[config.mk]
export PLATFORM = sky130hd
export DESIGN_NAME = cpuit_core
export DESIGN_NICKNAME = d
export VERILOG_FILES = /design/src/inc/cpuit_pkg.sv /design/src/rtl/cpuit_core.sv /design/src/rtl/cpuit_dmem.sv
export SDC_FILE = /design/constraint.sdc
export NUM_CORES = 2
export LEC_CHECK = 0
export BUFFER_PORTS_ARGS = -buffer_cell sky130_fd_sc_hd__clkbuf_2
export CAP_MARGIN = 10
export CORE_MARGIN = 4
export CORE_UTILIZATION = 47
export CTS_CLUSTER_SIZE = 24
export DETAILED_ROUTE_END_ITERATION = 7
export GPL_TIMING_DRIVEN = 0
export SYNTH_ARGS = -nofsm -noshare
export SYNTH_HDL_FRONTEND = slang
export SYNTH_SLANG_ARGS = --single-unit
[constraint.sdc]
create_clock -name sys_clk_i -period 6.2 [get_ports sys_clk_i]
set_clock_uncertainty 0.15 [all_clocks]
set_input_delay 0.31 -clock sys_clk_i [delete_from_list [all_inputs] [get_ports sys_clk_i]]
set_output_delay 0.31 -clock sys_clk_i [all_outputs]
set_load 0.1 [all_outputs]
[src/inc/cpuit_pkg.sv]
// Constants, opcodes and register map of the instruction sequencing core.
// Assumes a 16-bit program word and byte-wide data memory on one clock.
package cpuit_pkg;
  // Widths
  localparam int DATA_W = 8;
  localparam int PC_W = 11;
  localparam int INSTR_W = 16;
  localparam int DM_AW = 8;
  localparam int STACK_DEPTH_DEF = 4;
  // Four system clocks make one instruction cycle
  localparam int CLK_PER_CYCLE = 4;
  localparam logic [1:0] PH_FIRST = 2'h0;
  localparam logic [1:0] PH_LATCH = 2'h1;
  localparam logic [1:0] PH_EXEC = 2'(CLK_PER_CYCLE - 1);
  // Instruction fields: opcode [15:11], bit index [10:8], operand [7:0]
  localparam int OP_LSB = 11;
  localparam int BIT_LSB = 8;
  localparam logic [PC_W-1:0] RESET_VECTOR = 11'h000;
  localparam logic [2:0] TABLE_PAGE = 3'h7;
  // Data addresses decoded by the core itself
  localparam logic [DM_AW-1:0] PROG_CNT_LOW_BYTE_ADDR = 8'h00;
  localparam logic [DM_AW-1:0] TABLE_PTR_ADDR = 8'h01;
  // Watchdog period in system clocks
  localparam int WDT_DEFAULT = 65536;
  // Register byte offsets
  localparam logic [7:0] REG_CTRL = 8'h00;
  localparam logic [7:0] REG_STATUS = 8'h04;
  localparam logic [7:0] REG_PC = 8'h08;
  localparam logic [7:0] REG_ACC = 8'h0c;
  // Register fields and reset values
  localparam int CTRL_RUN_BIT = 0;
  localparam int CTRL_WAKE_BIT = 1;
  localparam logic CTRL_RUN_RESET = 1'b0;
  localparam int ST_ZERO_BIT = 0;
  localparam int ST_CARRY_BIT = 1;
  localparam int ST_PDOWN_BIT = 2;
  localparam int ST_TMO_BIT = 3;
  localparam int ST_HALTED_BIT = 4;
  localparam int ST_BUBBLE_BIT = 5;
  localparam int TBLH_LSB = 8;
  // Opcodes, numbered in order from zero
  typedef enum logic [4:0] {
    op_nop, op_transfer_m2a, op_transfer_a2m, op_transfer_i2a,
    op_add_m, op_add_i, op_sub_m, op_sub_i,
    op_and_m, op_or_m, op_xor_m, op_bitwise_invert,
    op_bitwise_invert_a, op_add_one_in_place, op_add_one_to_accum, op_subtract_one_in_place,
    op_subtract_one_to_accum, op_rotate_right, op_rotate_left, op_rotate_right_thru_carry,
    op_rotate_left_thru_carry, op_bit_set, op_bit_clear, op_skip_zero,
    op_skip_bit_zero, op_jump_unconditional, op_call, op_subroutine_exit,
    op_interrupt_exit, op_table_read, op_halt, op_watchdog_clear_op
  } cpuit_op_t;
endpackage : cpuit_pkg

[src/rtl/cpuit_core.sv]
// 8-bit core sequencer: fetch, execute and instruction-cycle timing, AHB-Lite status.
// Assumes program memory answers prog_addr_o within two clocks; wake_i is asynchronous.
// Notes on behaviour
// - One instruction cycle is four system clocks.
// - Ordinary instructions complete in one cycle.
// - Jump, call, returns, table read take two.
// - Writing low program counter jumps, adds cycle.
// - Taken skip adds cycle, skips next instruction.
// - Add/subtract give 8 bits, carry/borrow flag.
// - Increment/decrement by one, to memory or accumulator.
// - Logic results of zero set zero flag.
// - Rotates move one bit, optionally through carry.
// - Call saves next address; return resumes there.
// - Jump loads target, saves no return.
// - Bit set/clear changes only that bit.
// - Table read moves low byte to memory, high byte to tblh.
// - Three transfer forms: m2a, a2m, immediate.
// - Halt powers down; separate watchdog clear.
// - Watchdog clear clears timeout and powerdown flags.
`timescale 1ns/100ps
module cpuit_core #(
  parameter int WDT_CYCLES = cpuit_pkg::WDT_DEFAULT,
  parameter int STACK_DEPTH = cpuit_pkg::STACK_DEPTH_DEF
) (
  // Clock and reset
  input wire logic sys_clk_i,
  input wire logic nrst_i,
  // AHB-Lite slave
  input wire logic hsel_i,
  input wire logic [31:0] haddr_i,
  input wire logic [1:0] htrans_i,
  input wire logic hwrite_i,
  input wire logic [2:0] hsize_i,
  input wire logic [31:0] hwdata_i,
  input wire logic hready_i,
  output logic [31:0] hrdata_o,
  output logic hreadyout_o,
  output logic hresp_o,
  // Program memory fetch
  output logic [cpuit_pkg::PC_W-1:0] prog_addr_o,
  input wire logic [cpuit_pkg::INSTR_W-1:0] prog_data_i,
  // Data memory write activity
  output logic dm_we_o,
  output logic [cpuit_pkg::DM_AW-1:0] dm_addr_o,
  output logic [cpuit_pkg::DATA_W-1:0] dm_wdata_o,
  // Wake pin and retire strobe
  input wire logic wake_i,
  output logic retire_o
);
  import cpuit_pkg::*;

  localparam int SP_W = $clog2(STACK_DEPTH);
  localparam logic [31:0] WDT_LAST = 32'(WDT_CYCLES - 1);

  // Stack pointer wraps, so depth must be a power of two
  if (STACK_DEPTH < 2 || (1 << SP_W) != STACK_DEPTH || WDT_CYCLES < 2) begin : g_bad_param
    $error("cpuit_core: unsupported parameter values");
  end

  logic [1:0] ph;
  logic bub, run, halted, active, exec, bub_end;
  logic [PC_W-1:0] pc, tgt, next_pc, stk_top;
  logic [INSTR_W-1:0] ir, tdat;
  logic [DATA_W-1:0] acc, tblp, tblh, rdata, opnd, res, b_in, bmask, imm;
  logic [DATA_W:0] sum9, dif9;
  logic z, c, pdown, tmo, next_c;
  logic wm, wa, uz, bb, push, pop, hlt, wclr;
  cpuit_op_t op;
  logic [DM_AW-1:0] maddr;
  logic [2:0] bi;
  logic [PC_W-1:0] stk [STACK_DEPTH];
  logic [SP_W-1:0] sp;
  logic s1, s2, s3, wake_lvl, wake_q, wake_ev, wake_sw, wdt_to;
  logic [31:0] wdt_cnt;
  logic ap, wr_pend;
  logic [7:0] wr_addr;
  logic [31:0] rd_mux;

  // Instruction fields
  assign op = cpuit_op_t'(ir[INSTR_W-1:OP_LSB]);
  assign maddr = ir[DM_AW-1:0];
  assign imm = ir[DATA_W-1:0];
  assign bi = ir[OP_LSB-1:BIT_LSB];
  assign tgt = ir[PC_W-1:0];
  assign bmask = 8'h01 << bi;

  // Sequencing strobes
  assign active = run && !halted;
  assign exec = active && ph == PH_EXEC && !bub;
  assign bub_end = active && ph == PH_EXEC && bub;
  assign retire_o = exec;

  always_ff @(posedge sys_clk_i or negedge nrst_i) begin
    if (!nrst_i) begin
      ph <= PH_FIRST;
    end else if (active) begin
      ph <= (ph == PH_EXEC) ? PH_FIRST : ph + 2'h1;
    end
  end

  // Fetch latch; in a bubble the slot is latched into tdat instead of ir, which is table data after a table read
  always_ff @(posedge sys_clk_i or negedge nrst_i) begin
    if (!nrst_i) begin
      ir <= '0;
      tdat <= '0;
    end else if (active && ph == PH_LATCH) begin
      if (bub) begin
        tdat <= prog_data_i;
      end else begin
        ir <= prog_data_i;
      end
    end
  end

  // Operand source; core-held bytes shadow memory
  always_comb begin
    if (maddr == PROG_CNT_LOW_BYTE_ADDR) begin
      opnd = pc[7:0];
    end else if (maddr == TABLE_PTR_ADDR) begin
      opnd = tblp;
    end else begin
      opnd = rdata;
    end
  end

  assign b_in = (op == op_add_i || op == op_sub_i) ? imm : opnd;
  assign sum9 = {1'b0, acc} + {1'b0, b_in};
  assign dif9 = {1'b0, acc} - {1'b0, b_in};
  assign stk_top = stk[sp - SP_W'(1)];

  // Execute decode
  always_comb begin
    res = opnd;
    next_c = c;
    wm = 1'b0;
    wa = 1'b0;
    uz = 1'b0;
    next_pc = pc + 11'h001;
    bb = 1'b0;
    push = 1'b0;
    pop = 1'b0;
    hlt = 1'b0;
    wclr = 1'b0;
    case (op)
      op_transfer_m2a: wa = 1'b1;
      op_transfer_a2m: begin
        res = acc;
        wm = 1'b1;
      end
      op_transfer_i2a: begin
        res = imm;
        wa = 1'b1;
      end
      // carry above 255, borrow below zero
      op_add_m, op_add_i: begin
        {next_c, res} = sum9;
        wa = 1'b1;
        uz = 1'b1;
      end
      op_sub_m, op_sub_i: begin
        {next_c, res} = dif9;
        wa = 1'b1;
        uz = 1'b1;
      end
      op_and_m: begin
        res = acc & opnd;
        wa = 1'b1;
        uz = 1'b1;
      end
      op_or_m: begin
        res = acc | opnd;
        wa = 1'b1;
        uz = 1'b1;
      end
      op_xor_m: begin
        res = acc ^ opnd;
        wa = 1'b1;
        uz = 1'b1;
      end
      op_bitwise_invert: begin
        res = ~opnd;
        wm = 1'b1;
        uz = 1'b1;
      end
      op_bitwise_invert_a: begin
        res = ~opnd;
        wa = 1'b1;
        uz = 1'b1;
      end
      // step by one, memory or accumulator
      op_add_one_in_place: begin
        res = opnd + 8'h01;
        wm = 1'b1;
        uz = 1'b1;
      end
      op_add_one_to_accum: begin
        res = opnd + 8'h01;
        wa = 1'b1;
        uz = 1'b1;
      end
      op_subtract_one_in_place: begin
        res = opnd - 8'h01;
        wm = 1'b1;
        uz = 1'b1;
      end
      op_subtract_one_to_accum: begin
        res = opnd - 8'h01;
        wa = 1'b1;
        uz = 1'b1;
      end
      op_rotate_right: begin
        res = {opnd[0], opnd[7:1]};
        wm = 1'b1;
      end
      op_rotate_left: begin
        res = {opnd[6:0], opnd[7]};
        wm = 1'b1;
      end
      op_rotate_right_thru_carry: begin
        res = {c, opnd[7:1]};
        next_c = opnd[0];
        wm = 1'b1;
      end
      op_rotate_left_thru_carry: begin
        res = {opnd[6:0], c};
        next_c = opnd[7];
        wm = 1'b1;
      end
      op_bit_set: begin
        res = opnd | bmask;
        wm = 1'b1;
      end
      op_bit_clear: begin
        res = opnd & ~bmask;
        wm = 1'b1;
      end
      // taken skip steps over next word
      op_skip_zero: begin
        if (opnd == 8'h00) begin
          next_pc = pc + 11'h002;
          bb = 1'b1;
        end
      end
      op_skip_bit_zero: begin
        if ((opnd & bmask) == 8'h00) begin
          next_pc = pc + 11'h002;
          bb = 1'b1;
        end
      end
      op_jump_unconditional: begin
        next_pc = tgt;
        bb = 1'b1;
      end
      op_call: begin
        next_pc = tgt;
        push = 1'b1;
        bb = 1'b1;
      end
      op_subroutine_exit, op_interrupt_exit: begin
        next_pc = stk_top;
        pop = 1'b1;
        bb = 1'b1;
      end
      // table data arrives in the bubble
      op_table_read: bb = 1'b1;
      op_halt: hlt = 1'b1;
      op_watchdog_clear_op: wclr = 1'b1;
      default: res = opnd;
    endcase
    // low program counter write is a jump
    if (wm && maddr == PROG_CNT_LOW_BYTE_ADDR) begin
      next_pc = {pc[PC_W-1:8], res};
      bb = 1'b1;
    end
  end

  // bubble only when decode asks for it
  always_ff @(posedge sys_clk_i or negedge nrst_i) begin
    if (!nrst_i) begin
      pc <= RESET_VECTOR;
      bub <= 1'b0;
    end else if (exec) begin
      pc <= next_pc;
      bub <= bb;
    end else if (bub_end) begin
      bub <= 1'b0;
    end
  end

  // Fetch address; table read borrows the bubble's fetch slot
  always_ff @(posedge sys_clk_i or negedge nrst_i) begin
    if (!nrst_i) begin
      prog_addr_o <= RESET_VECTOR;
    end else if (exec) begin
      prog_addr_o <= (op == op_table_read) ? {TABLE_PAGE, tblp} : next_pc;
    end else if (bub_end) begin
      prog_addr_o <= pc;
    end
  end

  always_ff @(posedge sys_clk_i or negedge nrst_i) begin
    if (!nrst_i) begin
      acc <= '0;
      z <= 1'b0;
      c <= 1'b0;
    end else if (exec) begin
      if (wa) begin
        acc <= res;
      end
      if (uz) begin
        z <= (res == 8'h00);
      end
      c <= next_c;
    end
  end

  // Table pointer and high byte of the last table word
  always_ff @(posedge sys_clk_i or negedge nrst_i) begin
    if (!nrst_i) begin
      tblp <= '0;
      tblh <= '0;
    end else if (exec && wm && maddr == TABLE_PTR_ADDR) begin
      tblp <= res;
    end else if (bub_end && op == op_table_read) begin
      tblh <= tdat[INSTR_W-1:TBLH_LSB];
    end
  end

  // Memory write; registered so the write lands before the next read phase
  always_ff @(posedge sys_clk_i or negedge nrst_i) begin
    if (!nrst_i) begin
      dm_we_o <= 1'b0;
      dm_addr_o <= '0;
      dm_wdata_o <= '0;
    end else begin
      dm_we_o <= 1'b0;
      if (exec && wm && maddr != PROG_CNT_LOW_BYTE_ADDR && maddr != TABLE_PTR_ADDR) begin
        dm_we_o <= 1'b1;
        dm_addr_o <= maddr;
        dm_wdata_o <= res;
      end else if (bub_end && op == op_table_read) begin
        // low byte of table word to memory
        dm_we_o <= 1'b1;
        dm_addr_o <= maddr;
        dm_wdata_o <= tdat[DATA_W-1:0];
      end
    end
  end

  cpuit_dmem #(
    .AW(DM_AW),
    .DW(DATA_W)
  ) u_dmem (
    .sys_clk_i(sys_clk_i),
    .nrst_i(nrst_i),
    .we_i(dm_we_o),
    .waddr_i(dm_addr_o),
    .wdata_i(dm_wdata_o),
    .raddr_i(maddr),
    .rdata_o(rdata)
  );

  // Stack pointer; overflow wraps silently, like the real stack
  always_ff @(posedge sys_clk_i or negedge nrst_i) begin
    if (!nrst_i) begin
      sp <= '0;
    end else if (exec && push) begin
      sp <= sp + SP_W'(1);
    end else if (exec && pop) begin
      sp <= sp - SP_W'(1);
    end
  end

  // return address is the word after the call
  always_ff @(posedge sys_clk_i) begin
    if (exec && push) begin
      stk[sp] <= pc + 11'h001;
    end
  end

  // Wake pin synchroniser; level accepted once stages two and three agree
  always_ff @(posedge sys_clk_i or negedge nrst_i) begin
    if (!nrst_i) begin
      s1 <= 1'b0;
      s2 <= 1'b0;
      s3 <= 1'b0;
      wake_lvl <= 1'b0;
      wake_q <= 1'b0;
    end else begin
      s1 <= wake_i;
      s2 <= s1;
      s3 <= s2;
      if (s2 == s3) begin
        wake_lvl <= s3;
      end
      wake_q <= wake_lvl;
    end
  end
  assign wake_ev = wake_lvl && !wake_q;

  // Watchdog counter, restarted by clear, halt or its own timeout
  assign wdt_to = (wdt_cnt == WDT_LAST);
  always_ff @(posedge sys_clk_i or negedge nrst_i) begin
    if (!nrst_i) begin
      wdt_cnt <= '0;
    end else if (wdt_to || (exec && (wclr || hlt))) begin
      wdt_cnt <= '0;
    end else begin
      wdt_cnt <= wdt_cnt + 32'h1;
    end
  end

  // clear wipes both flags; timeout set beats a clear
  always_ff @(posedge sys_clk_i or negedge nrst_i) begin
    if (!nrst_i) begin
      tmo <= 1'b0;
      pdown <= 1'b0;
    end else begin
      if (wdt_to) begin
        tmo <= 1'b1;
      end else if (exec && (wclr || hlt)) begin
        tmo <= 1'b0;
      end
      if (exec && hlt) begin
        pdown <= 1'b1;
      end else if (exec && wclr) begin
        pdown <= 1'b0;
      end
    end
  end

  // halt stops the sequencer until a wake source
  always_ff @(posedge sys_clk_i or negedge nrst_i) begin
    if (!nrst_i) begin
      halted <= 1'b0;
    end else if (exec && hlt) begin
      halted <= 1'b1;
    end else if (wake_ev || wdt_to || wake_sw) begin
      halted <= 1'b0;
    end
  end

  // AHB-Lite: zero wait states, always OKAY
  assign hreadyout_o = 1'b1;
  assign hresp_o = 1'b0;
  assign ap = hsel_i && htrans_i[1] && hready_i;

  always_ff @(posedge sys_clk_i or negedge nrst_i) begin
    if (!nrst_i) begin
      wr_pend <= 1'b0;
      wr_addr <= '0;
    end else begin
      wr_pend <= ap && hwrite_i;
      wr_addr <= haddr_i[7:0];
    end
  end

  // Control register; wake bit is a self-clearing pulse
  always_ff @(posedge sys_clk_i or negedge nrst_i) begin
    if (!nrst_i) begin
      run <= CTRL_RUN_RESET;
      wake_sw <= 1'b0;
    end else begin
      wake_sw <= 1'b0;
      if (wr_pend && wr_addr == REG_CTRL) begin
        run <= hwdata_i[CTRL_RUN_BIT];
        wake_sw <= hwdata_i[CTRL_WAKE_BIT];
      end
    end
  end

  // Read decode; unmapped words read zero
  always_comb begin
    rd_mux = 32'h0;
    if (haddr_i[7:0] == REG_CTRL) begin
      rd_mux[CTRL_RUN_BIT] = run;
    end else if (haddr_i[7:0] == REG_STATUS) begin
      rd_mux[ST_ZERO_BIT] = z;
      rd_mux[ST_CARRY_BIT] = c;
      rd_mux[ST_PDOWN_BIT] = pdown;
      rd_mux[ST_TMO_BIT] = tmo;
      rd_mux[ST_HALTED_BIT] = halted;
      rd_mux[ST_BUBBLE_BIT] = bub;
    end else if (haddr_i[7:0] == REG_PC) begin
      rd_mux[PC_W-1:0] = pc;
    end else if (haddr_i[7:0] == REG_ACC) begin
      rd_mux[DATA_W-1:0] = acc;
      rd_mux[TBLH_LSB+DATA_W-1:TBLH_LSB] = tblh;
    end
  end

  // Read data sampled in the address phase, held until the next read
  always_ff @(posedge sys_clk_i or negedge nrst_i) begin
    if (!nrst_i) begin
      hrdata_o <= '0;
    end else if (ap && !hwrite_i) begin
      hrdata_o <= rd_mux;
    end
  end
endmodule : cpuit_core

[src/rtl/cpuit_dmem.sv]
// Byte-wide data memory with registered read data.
// Assumes one clock; a write and a read of one address in one cycle return old data.
`timescale 1ns/100ps
module cpuit_dmem #(
  parameter int AW = 8,
  parameter int DW = 8
) (
  // Clock and reset
  input wire logic sys_clk_i,
  input wire logic nrst_i,
  // Write port
  input wire logic we_i,
  input wire logic [AW-1:0] waddr_i,
  input wire logic [DW-1:0] wdata_i,
  // Read port
  input wire logic [AW-1:0] raddr_i,
  output logic [DW-1:0] rdata_o
);
  logic [DW-1:0] mem [1 << AW];

  // Storage has no reset, contents undefined until written
  always_ff @(posedge sys_clk_i) begin
    if (we_i) begin
      mem[waddr_i] <= wdata_i;
    end
  end

  // Registered read
  always_ff @(posedge sys_clk_i or negedge nrst_i) begin
    if (!nrst_i) begin
      rdata_o <= '0;
    end else begin
      rdata_o <= mem[raddr_i];
    end
  end
endmodule : cpuit_dmem
==> results.cfg <==
[power_and_ir_drop]
power.total_uw = 53400
leakage_uw = 0.03366
power_density_nw_per_um2 = 511.1
ir_drop_uv = 356.8

[clock_tree]
cts_tree = yes
cts_setup_buffers = 0
htree_levels = 4
cts_root_buffer = clkbuf_16
numCtsBuffers = 227
cts_buffer_depth = 3
path_clk_slew_ns = 0.06
clock_latency_ns = 0.87
cts_sinks = 2269

[floorplanning]
core_sq_um = 193400
die_h_microns = 449.9
rows = 161
start_util_pct = 47.47
die_x_microns = 449.9
ioPinCount = 154
die_area_sq_um = 202400

[synthesis]
synth_area_sq_um = 91790
yosys-top-cells-count = edfxtp_1 (2,092), mux4_2 (681), nor2_1 (374), nand2_1 (178), dfrtp_1 (177)
synth_largest_area_cell = edfxtp_1
synth_area_per_cell_sq_um = 19.89
synth-edff-count = 2092
ys_seq_area_share_pct = 73.26
synthFlopType = edfxtp_1
synth_cell_types = 84
syn_inst = 4616
synth_async_sr_flop_share_pct = 7.801
synth_seq_cells = 2269
yosysTopAreaCellShare_pct = 68.44
ys_top_cells_by_area = edfxtp_1 (68%), mux4_2 (17%), dfrtp_1 (4.8%), nor2_1 (1.5%), nand2_1 (0.73%)
yosys.cell_count.top_type = edfxtp_1
ys_warn_count = 0

[cells_and_area]
syn_to_final_growth_pct = 13.81
final_cells = 7764
num-nets-final = 5157
drive_above_1_share_pct = 25.79

[sta]
period_minus_slack_ns = 5.990
finalHoldViolations = 0
fin_crit_sh_pct = 96.61
worst_pin_slew_ns = 1.390
setup_violations = 0
max_freq_mhz = 166.9
drv_slew = 0
rsz0062_at_grt = no
fin_ws_ns = 0.2099
slew_headroom_pct = 7.349

[worst_setup_path]
cp_max_fo = 11
critical-path-max-stage-delay_ns = 1.04
worstSetupStartpointType = flip-flop
crit_type = flip-flop to flip-flop
reg2reg_depth = 17
slowest_stage = buf_1
critPathArrivalTime_ns = 6.59
cp_cell_sequence = buf_2 > buf_4 > buf_4 > buf_1 > nand2_1 > o21ai_0 > ha_1 > inv_1 > fa_1 > nor2b_1 > o21ai_0 > o22ai_1 > o31ai_1 > xnor2_1 > a211oi_2 > a221o_1 > a21oi_1
crit_path_end_kind = flip-flop
crit_required_ns = 6.80

[routing]
routed-via-count = 49970
drtIter0Drc = 7327
drc = 21
wl_mm = 285.8
drt_pass1_iterations = 8
via_per_inst = 6.436
final_antenna_net_count = 0
wl_per_cell_microns = 36.81

[grt]
grt_pass1_wl_mm = 394.9
overflow = 0
grt_max_degree = 99
antenna_found_initial = 16
grt_use_total_pct = 28.15
grt_pass1_vias = 48790

[place]
dp_slack_ns = -0.8432
dp_cells = 7283
gp_congestion = 0.9508
dpl.hpwl_mm = 192.9
portBuffers = 77

[status]
violations = design-rule violations
outcome = complete, but fails checks

[flow_run]
drv_cap = 0

[hold_path]
whs_path_depth = 3
hold_path_class = primary input to flip-flop
[metrics by stage]
stage	hold WS [ns]	utilization (%)	TNS, ns	area (sq um)
after floorplan	-0.1356	-	0	91850
after global placement	0.1990	49.33	-3710.61	95400
after detailed placement	0.1918	49.95	-5.746	96590
after CTS	0.01608	53.97	0	104400
after global routing	0.05199	54.01	0	104400
final	0.07461	54.02	0	104500
[logic make-up after synthesis]
group                    count (synthesis)  synth area share (%)
XOR/XNOR                                51                0.4866
AO/OA/AOI/OAI                          335                 2.444
buffers and inverters                  344                 1.630
flip-flops                            2269                 73.26
adder cells (fa/ha/maj)                 36                0.5125
other                                    2              0.008181
multiplexers                           753                 17.55
AND/OR/NAND/NOR                        826                 4.103
[where the power goes]
| part | switching, uW | internal (uW) | leakage [uW] |
|---|---|---|---|
| sequential | 803 | 18800 | 0.0213 |
| combinational | 13200 | 7000 | 0.00879 |
| clock | 6010 | 7620 | 0.00360 |
| total | 20000 | 33400 | 0.0337 |
[sequential cells by signal, indices dropped and copies added (netlist names), 2 cells and up]
name,count
dm_addr_o,8
tblh,8
prog_addr_o,11
tdat,16
stk,44
hrdata_o,16
dm_wdata_o,8
u_dmem.mem,2048
sp,2
acc,8
wdt_cnt,32
tblp,8
ir,16
wr_addr,8
ph,2
u_dmem.rdata_o,8
pc,11
[layout by cell type, fill, tap and decap left out, types with 59 or more instances in the layout]
cell type / Yosys / layout
a21oi_1: 62 / 62
buf_2: 62 / 69
clkbuf_1: 176 / 192
clkbuf_16: 0 / 229
clkbuf_2: 0 / 113
dfrtp_1: 177 / 168
edfxtp_1: 2092 / 2092
mux4_2: 681 / 681
nand2_1: 178 / 178
nand3_1: 59 / 59
nor2_1: 374 / 374
o21ai_0: 82 / 82
[what timing repair did]
action	in CTS	in global routing
resized for setup	0	3
setup endpoints to repair	25	5
hold buffers	44	0
hold endpoints to repair	165	0
[final timing paths]
kind	start	end	slack, ns
worst max-delay path	ir[0]$_DFFE_PN0P_	prog_addr_o[6]$_DFFE_PN0P_	0.21
worst max register to register	ir[0]$_DFFE_PN0P_	prog_addr_o[6]$_DFFE_PN0P_	0.21
min in group asynchronous	nrst_i	ir[13]$_DFFE_PN0P_	0.53
worst min register to register	s1$_DFF_PN0_	s2$_DFF_PN0_	0.20
worst min-delay path	hwdata_i[0]	run$_DFFE_PN0P_	0.07
max in group asynchronous	nrst_i	hrdata_o[11]$_DFFE_PN0P_	3.65
[metal layers]
layer | up-vias | share of wire (%) | GRT usage [%]
met3 | 530 | 10 | 7.314
met1 | 26720 | 40 | 39.62
li1 | 19800 | - | -
met5 | - | 0.014 | 0
met2 | 2911 | 46 | 42.73
met4 | 6 | 4.1 | 10.53
[layout make-up]
type,instances,area [sq um]
buffer,289,1344
clock inverter,137,1358
fill,14890,88920
tap,2526,3161
timing repair buffer,173,1987
sequential,2269,67280
multi-input combinational,2019,23130
antenna,11,27.53
clock buffer,288,5992
inverter,52,195.2
[critical path: cells and delay by family, from the launching register on]
family / cells / cell delay, ns
xor gates and xnor gates: 1 / 0.21
DFF: 1 / 0.32
adders and majority gates: 2 / 0.71
AOI/OAI and AO/OA: 7 / 1.81
and+or+nand+nor: 2 / 0.21
buffers and inverters: 5 / 2.38
(Power assumes the default switching activity.)
